--- src/sswd_pkg.sv ---
// constants, types and helpers shared by the supply supervisor watchdog
// ============================================================
// ============================================================
package sswd_pkg;

    // ============================================================
    // timebase
    localparam longint unsigned SSWD_CLK_HZ = 200_000_000;
    localparam longint unsigned SSWD_MS_PER_S = 1000;

    // ============================================================
    // times in milliseconds, as printed
    localparam int unsigned SSWD_HOLD_MS = 250;
    localparam int unsigned SSWD_PB_LOW_MS = 20;
    localparam int unsigned SSWD_TO_SHORT_MS = 150;
    localparam int unsigned SSWD_TO_MID_MS = 600;
    localparam int unsigned SSWD_TO_LONG_MS = 1200;

    // least time rounded up to whole cycles, never under one
    function automatic logic [31:0] sswd_ms_to_cyc(input int unsigned ms);
        longint unsigned prod;
        prod = (longint'(ms) * SSWD_CLK_HZ + SSWD_MS_PER_S - 1) / SSWD_MS_PER_S;
        if (prod == 0) begin
            prod = 1;
        end
        return prod[31:0];
    endfunction

    localparam logic [31:0] SSWD_HOLD_CYC = sswd_ms_to_cyc(SSWD_HOLD_MS);
    localparam logic [31:0] SSWD_PB_LOW_CYC = sswd_ms_to_cyc(SSWD_PB_LOW_MS);
    localparam logic [31:0] SSWD_TO_SHORT_CYC = sswd_ms_to_cyc(SSWD_TO_SHORT_MS);
    localparam logic [31:0] SSWD_TO_MID_CYC = sswd_ms_to_cyc(SSWD_TO_MID_MS);
    localparam logic [31:0] SSWD_TO_LONG_CYC = sswd_ms_to_cyc(SSWD_TO_LONG_MS);
    localparam logic [31:0] SSWD_CNT_ZERO = 32'h0000_0000;
    localparam logic [31:0] SSWD_CNT_ONE = 32'h0000_0001;

    // ============================================================
    // three-level timeout select, sensed as two comparator bits
    typedef enum logic [1:0] {
        SSWD_TSEL_GND = 2'h0,
        SSWD_TSEL_FLOAT = 2'h1,
        SSWD_TSEL_SUPPLY = 2'h2,
        SSWD_TSEL_BAD = 2'h3
    } sswd_tsel_t;

    // supervisor state, gray along hold -> run -> hold
    typedef enum logic [0:0] {
        SSWD_ST_HOLD = 1'h0,
        SSWD_ST_RUN = 1'h1
    } sswd_state_t;

    // asynchronous pin group, crosses together through the synchroniser
    typedef struct packed {
        logic supply_ok_tight;
        logic supply_ok_loose;
        logic trip_margin_sel;
        sswd_tsel_t timeout_select;
        logic manual_reset_n;
        logic watchdog_kick_n;
    } sswd_pins_t;

    // reset values of the synchronised pins: supply bad, buttons released
    localparam sswd_pins_t SSWD_PINS_RST = '{
        supply_ok_tight: 1'h0,
        supply_ok_loose: 1'h0,
        trip_margin_sel: 1'h0,
        timeout_select: SSWD_TSEL_GND,
        manual_reset_n: 1'h1,
        watchdog_kick_n: 1'h1
    };

endpackage

--- src/sswd_supervisor.sv ---
// supply supervisor with manual reset debounce and watchdog
`timescale 1ns/1ps
module sswd_supervisor
    import sswd_pkg::*;
#(
    parameter logic [31:0] HOLD_CYC = sswd_pkg::SSWD_HOLD_CYC,
    parameter logic [31:0] PB_LOW_CYC = sswd_pkg::SSWD_PB_LOW_CYC,
    parameter logic [31:0] TO_SHORT_CYC = sswd_pkg::SSWD_TO_SHORT_CYC,
    parameter logic [31:0] TO_MID_CYC = sswd_pkg::SSWD_TO_MID_CYC,
    parameter logic [31:0] TO_LONG_CYC = sswd_pkg::SSWD_TO_LONG_CYC
)
(
    input wire logic sys_clk,
    input wire logic arst_n,
    input wire logic supply_ok_tight,
    input wire logic supply_ok_loose,
    input wire logic trip_margin_sel,
    input wire logic [1:0] timeout_select,
    input wire logic manual_reset_n,
    input wire logic watchdog_kick_n,
    output logic reset_out,
    output logic reset_out_n
);
    import sswd_pkg::*;

    // ============================================================
    // pin synchronisation
    sswd_pins_t pins_async;
    sswd_pins_t pins;

    always_comb begin
        pins_async.supply_ok_tight = supply_ok_tight;
        pins_async.supply_ok_loose = supply_ok_loose;
        pins_async.trip_margin_sel = trip_margin_sel;
        pins_async.timeout_select = sswd_tsel_t'(timeout_select);
        pins_async.manual_reset_n = manual_reset_n;
        pins_async.watchdog_kick_n = watchdog_kick_n;
    end

    sswd_sync u_sync (
        .sys_clk(sys_clk),
        .arst_n(arst_n),
        .pins_async(pins_async),
        .pins_sync(pins)
    );

    // saturating increment, shared by all three timers
    function automatic logic [31:0] sswd_inc(input logic [31:0] cnt);
        return (cnt == '1) ? cnt : cnt + SSWD_CNT_ONE;
    endfunction

    // ============================================================
    // undervoltage request
    logic uv_req;

    // tight margin on a low select, loose on a high one
    always_comb begin
        uv_req = pins.trip_margin_sel ? !pins.supply_ok_loose : !pins.supply_ok_tight;
    end

    // ============================================================
    // manual reset debounce
    logic [31:0] pb_cnt;
    logic [31:0] next_pb_cnt;
    logic pb_req;
    logic next_pb_req;

    // request only once low has held for the full low time, so bounce never reaches the hold
    always_comb begin
        next_pb_cnt = pb_cnt;
        next_pb_req = pb_req;
        if (pins.manual_reset_n) begin
            next_pb_cnt = SSWD_CNT_ZERO;
            next_pb_req = 1'b0;
        end else begin
            next_pb_cnt = sswd_inc(pb_cnt);
            if (pb_cnt >= PB_LOW_CYC - SSWD_CNT_ONE) begin
                next_pb_req = 1'b1;
            end
        end
    end

    always_ff @(posedge sys_clk or negedge arst_n) begin
        if (!arst_n) begin
            pb_cnt <= SSWD_CNT_ZERO;
            pb_req <= 1'b0;
        end else begin
            pb_cnt <= next_pb_cnt;
            pb_req <= next_pb_req;
        end
    end

    // ============================================================
    // watchdog
    logic kick_prev;
    logic next_kick_prev;
    logic kick_take;
    logic [31:0] wd_cnt;
    logic [31:0] next_wd_cnt;
    logic [31:0] wd_limit;
    logic wd_expire;
    sswd_state_t state;
    sswd_state_t next_state;

    // illegal select code falls back to the shortest period, the safe side
    always_comb begin
        unique case (pins.timeout_select)
            SSWD_TSEL_GND: wd_limit = TO_SHORT_CYC;
            SSWD_TSEL_FLOAT: wd_limit = TO_MID_CYC;
            SSWD_TSEL_SUPPLY: wd_limit = TO_LONG_CYC;
            default: wd_limit = TO_SHORT_CYC;
        endcase
    end

    // no enable input exists: in run only an accepted falling edge holds the timer off; the hold state keeps it at zero
    always_comb begin
        next_kick_prev = pins.watchdog_kick_n;
        kick_take = kick_prev && !pins.watchdog_kick_n && (state == SSWD_ST_RUN);
        wd_expire = (state == SSWD_ST_RUN) && (wd_cnt >= wd_limit - SSWD_CNT_ONE) && !kick_take;
        if (state != SSWD_ST_RUN) begin
            next_wd_cnt = SSWD_CNT_ZERO;
        end else if (kick_take || wd_expire) begin
            next_wd_cnt = SSWD_CNT_ZERO;
        end else begin
            next_wd_cnt = sswd_inc(wd_cnt);
        end
    end

    always_ff @(posedge sys_clk or negedge arst_n) begin
        if (!arst_n) begin
            kick_prev <= 1'b1;
            wd_cnt <= SSWD_CNT_ZERO;
        end else begin
            kick_prev <= next_kick_prev;
            wd_cnt <= next_wd_cnt;
        end
    end

    // ============================================================
    // merged reset state and hold timer
    logic any_req;
    logic [31:0] hold_cnt;
    logic [31:0] next_hold_cnt;
    logic next_reset_out;

    // any request reloads the hold, so overlapping causes extend it
    always_comb begin
        any_req = uv_req || pb_req || wd_expire;
        next_state = state;
        next_hold_cnt = hold_cnt;
        unique case (state)
            SSWD_ST_RUN: begin
                next_hold_cnt = SSWD_CNT_ZERO;
                if (any_req) begin
                    next_state = SSWD_ST_HOLD;
                end
            end
            SSWD_ST_HOLD: begin
                if (any_req) begin
                    next_hold_cnt = SSWD_CNT_ZERO;
                end else if (hold_cnt >= HOLD_CYC - SSWD_CNT_ONE) begin
                    next_state = SSWD_ST_RUN;
                    next_hold_cnt = SSWD_CNT_ZERO;
                end else begin
                    next_hold_cnt = sswd_inc(hold_cnt);
                end
            end
        endcase
        next_reset_out = (next_state == SSWD_ST_HOLD);
    end

    // both outputs load from one next value, so they never disagree
    always_ff @(posedge sys_clk or negedge arst_n) begin
        if (!arst_n) begin
            state <= SSWD_ST_HOLD;
            hold_cnt <= SSWD_CNT_ZERO;
            reset_out <= 1'b1;
            reset_out_n <= 1'b0;
        end else begin
            state <= next_state;
            hold_cnt <= next_hold_cnt;
            reset_out <= next_reset_out;
            reset_out_n <= !next_reset_out;
        end
    end
endmodule

--- src/sswd_sync.sv ---
// two-flop synchroniser for the supervisor's asynchronous pins
`timescale 1ns/1ps
module sswd_sync
    import sswd_pkg::*;
(
    input wire logic sys_clk,
    input wire logic arst_n,
    input sswd_pkg::sswd_pins_t pins_async,
    output sswd_pkg::sswd_pins_t pins_sync
);
    import sswd_pkg::*;

    sswd_pins_t stage1;
    sswd_pins_t stage2;
    sswd_pins_t next_stage1;
    sswd_pins_t next_stage2;

    // first stage feeds only the second stage
    always_comb begin
        next_stage1 = pins_async;
        next_stage2 = stage1;
    end

    // ============================================================
    // registers
    always_ff @(posedge sys_clk or negedge arst_n) begin
        if (!arst_n) begin
            stage1 <= SSWD_PINS_RST;
            stage2 <= SSWD_PINS_RST;
        end else begin
            stage1 <= next_stage1;
            stage2 <= next_stage2;
        end
    end

    assign pins_sync = stage2;
endmodule
--- config.mk ---
export PLATFORM = sky130hd
export DESIGN_NAME = sswd_supervisor
export DESIGN_NICKNAME = d
export VERILOG_FILES = /design/src/sswd_pkg.sv /design/src/sswd_supervisor.sv /design/src/sswd_sync.sv
export SDC_FILE = /design/constraint.sdc
export NUM_CORES = 1
export LEC_CHECK = 0
export BUFFER_PORTS_ARGS = -buffer_cell sky130_fd_sc_hd__buf_2
export CAP_MARGIN = 15
export CORE_UTILIZATION = 60
export DETAILED_ROUTE_END_ITERATION = 10
export PLACE_DENSITY = 0.8
export REMOVE_ABC_BUFFERS = 1
export SLEW_MARGIN = 20
export SYNTH_ARGS = -nofsm -noshare
export SYNTH_HDL_FRONTEND = slang
export SYNTH_SLANG_ARGS = --single-unit
--- constraint.sdc ---
create_clock -name sys_clk -period 6.4 [get_ports sys_clk]
set_input_delay 1.6 -clock sys_clk [delete_from_list [all_inputs] [get_ports sys_clk]]
set_output_delay 1.6 -clock sys_clk [all_outputs]
set_load 0.02 [all_outputs]
==> summary.md <==
| Metric | Value |
|---|---|
| Outcome | `finished, final reports clean` |
| Top delay family on crit path | `compound AO/OA/AOI/OAI gates` |
| Lkg Pwr | `2.69 nW` |
| Power, Total | `0.00172 W` |
| Clock Skew | `5.22 ps` |
| Rows | `36` |
| Yosys warnings | `0` |
| Gr usage total | `0.283` |
| Die area | `10400 µm²` |
| Filler instances | `746` |
| Gpl congestion | `0.906` |
| Initial antenna violation count | `0` |
| GRT met1 Usage | `0.374` |
| CTS Buf Count | `17` |
| Placement Setup Slack | `3130 ps` |
| Core box area | `9730 µm²` |
| Avg Synthesized Cell Area | `9.69 µm²` |
| Worst setup SP type | `flop` |
| DR vias | `4878` |
| Setup bufs post-CTS | `0` |
| Slew Viols, Final | `0` |
| Slowest CP cell | `nand3_1` |
| Largest net degree at the start of global routing | `75` |
| Cell taking the most area after synthesis | `dfrtp_1` |
| Post-synthesis sequential area ratio | `0.478` |
| Die width | `102 µm` |
| RSZ-0062 raised after global routing | `no` |
| Via/cell ratio | `6.25` |
| Detail Placement HPWL | `8380 µm` |
| Wire per inst | `16.7 µm` |
| VDD IR max | `0.192 mV` |
| Tightest Pin Transition | `910 ps` |
| First-pass GRT wire length | `22300 µm` |
| Peak per-stage delay on the critical path | `650 ps` |
| Final Cycle Share | `0.546` |
| P&R area growth vs syn | `12.8%` |
| Number of synthesized flops with an enable pin | `0` |
| Minimum hold slack | `347 ps` |
| Critical path arrival | `3910 ps` |
| Layout cells sized above 1 | `0.0957` |
| CTS H-tree depth | `4` |
| Crit Path Category | `flop to flop` |
| Starting Density | `0.615` |
| Post-DRT Antenna Nets | `0` |
| Yosys reg bits | `114` |
| DRT iter0 DRCs | `275` |
| Endpoint class of the critical path | `flop` |
| Clk buf depth | `2` |
| IO Port Bufs | `10` |
| Most used cell, CP | `ha_1` |
| Clk_lat worst skew | `530 ps` |
| Worst slew margin | `0.394` |
| CTS root buf | `clkbuf_8` |
| Setup violators final | `0` |
| Multi-input gate area in the final layout | `2990 µm²` |
| CP required | `6820 ps` |
| Hold Fails Final Rpt | `0` |
| Post-synth top cells | `108 x dfrtp_1, 54 x nor2_1, 41 x nand2_1, 34 x nand3_1, 34 x nor3_1` |
| Post-route DRC | `0` |
| DR pass1 iterations | `5` |
| Chip height | `102 µm` |
| CTS Sinks | `114` |
| Async SR Flop Fraction | `1.00` |
| Distinct cells, synth | `54` |
| Placed insts | `749` |
| Worst-path clk slew | `60 ps` |
| Hold WC Path Type | `flop to flop` |
| Non-Filler Instances | `781` |
| CTS tree | `yes` |
| Overflow after GRT | `0` |
| Hold-fix buffers, CTS | `0` |
| PwrDens | `254 nW/µm²` |
| Met2 usage | `0.447` |
| Register area | `2860 µm²` |
| CP bufs+invs | `2` |
| Top Ports | `11` |
| Routed wire length | `13100 µm` |
| Vias in the first global route | `4732` |
| Post-synth top flop | `dfrtp_1` |
| Layout Nets | `670` |
| Met3 Usage GRT | `0.0711` |
| Count leader, synth | `dfrtp_1` |
| Synth area leaders | `dfrtp_1 45%, ha_1 5.4%, nor2_1 3.4%, xnor2_1 3.2%, xor2_1 3.1%` |
| Final worst slack | `2910 ps` |
| Critical Path Fanout Max | `17` |
| Min Tclk post-route | `3490 ps` |
| Cells after Synth | `617` |
| Most Used Layer, Global Route | `met2` |
| Critical-path cell list | `inv_1, ha_1, ha_1, a21oi_1, nor2_1, a2111oi_0, nand3_1, buf_4, a221oi_1` |
| Antenna Cells | `0` |
| Final setup TNS | `0 ps` |
| Post-CTS sizing | `0` |
| Max-Cap Viols | `0` |
| Peak Freq | `286 MHz` |
| Top-area cell type share of the netlist area | `0.452` |
| Syn Std Cell Area | `5980 µm²` |
path summary, 6_finish.rpt:
path                                        from                  end  slack (ps)  depth (start not counted)
max                          u_sync.pins_sync[2]                state        2910                          9
min                        u_sync.next_stage2[2]  u_sync.pins_sync[2]         350                          0
max reg2reg                  u_sync.pins_sync[2]                state        2910                          9
min reg2reg                u_sync.next_stage2[2]  u_sync.pins_sync[2]         350                          0
max in group asynchronous                 arst_n          hold_cnt[4]        4180                          2
min in group asynchronous                 arst_n            wd_cnt[4]        1190                          1
per-layer routing:
layer	wire length, µm	up-vias	part of all wire
li1	-	2331	-
met1	5800	2394	0.44
met2	6310	126	0.48
met3	676	27	0.052
met4	269	0	0.021
met5	0	-	0
registers in the layout, indices dropped and copies added, names as in the netlist:
register,flops
u_sync.pins_sync,7
kick_prev,1
u_sync.next_stage2,7
pb_cnt,32
reset_out,1
pb_req,1
state,1
wd_cnt,32
hold_cnt,32
report_power, final:
| group | internal [W] | total [W] | switching (W) |
|---|---|---|---|
| sequential | 0.000734 | 0.000744 | 0.00000955 |
| combinational | 0.0000163 | 0.0000608 | 0.0000445 |
| clock | 0.000572 | 0.000911 | 0.000339 |
cell type report:
cell class              count  area share
flip-flops and latches    114       0.424
clock buffers              19      0.0655
multi-input cells         467       0.443
well taps                 133      0.0247
inverters                  22      0.0122
repair buffers             13      0.0111
clock inverters            13      0.0200
cell usage in the layout, fill, tap and decap left out, types with 3 or more instances in the layout:
cell type,count
xor2_1,21
or2_2,3
nand2_1,41
and4_1,7
xnor2_1,22
buf_4,4
inv_1,22
ha_1,26
o21ai_0,23
o211ai_1,5
nand4_1,25
clkinv_2,4
clkbuf_16,16
clkbuf_8,3
a21o_1,5
nor2_1,54
or3_1,15
dfstp_2,6
nand4b_1,3
or4_1,20
conb_1,11
clkinvlp_4,5
dfrtp_1,108
and3_1,12
a2111oi_0,3
a211oi_1,13
nand3_1,34
a31oi_1,6
nor3_1,34
buf_2,9
o31ai_1,13
nor4_1,10
a21oi_1,28
logic make-up after synthesis:
logic type                 count (synthesis)  share of synthesized area
other                                      2                    0.00126
AOI/OAI and AO/OA                        116                      0.129
muxes                                      3                    0.00523
DFF                                      114                      0.478
xor gates and xnor gates                  43                     0.0630
buffers and inverters                     45                     0.0308
adders and majority gates                 26                     0.0544
and+or+nand+nor                          268                      0.238
stage by stage:
stage / area (µm²) / utilization
floorplan: 5910 / -
global placement: 6160 / 0.633
detailed placement: 6160 / 0.633
CTS: 6730 / 0.692
global route: 6750 / 0.693
finish: 6750 / 0.693
Power figures use the tool's default switching activity.
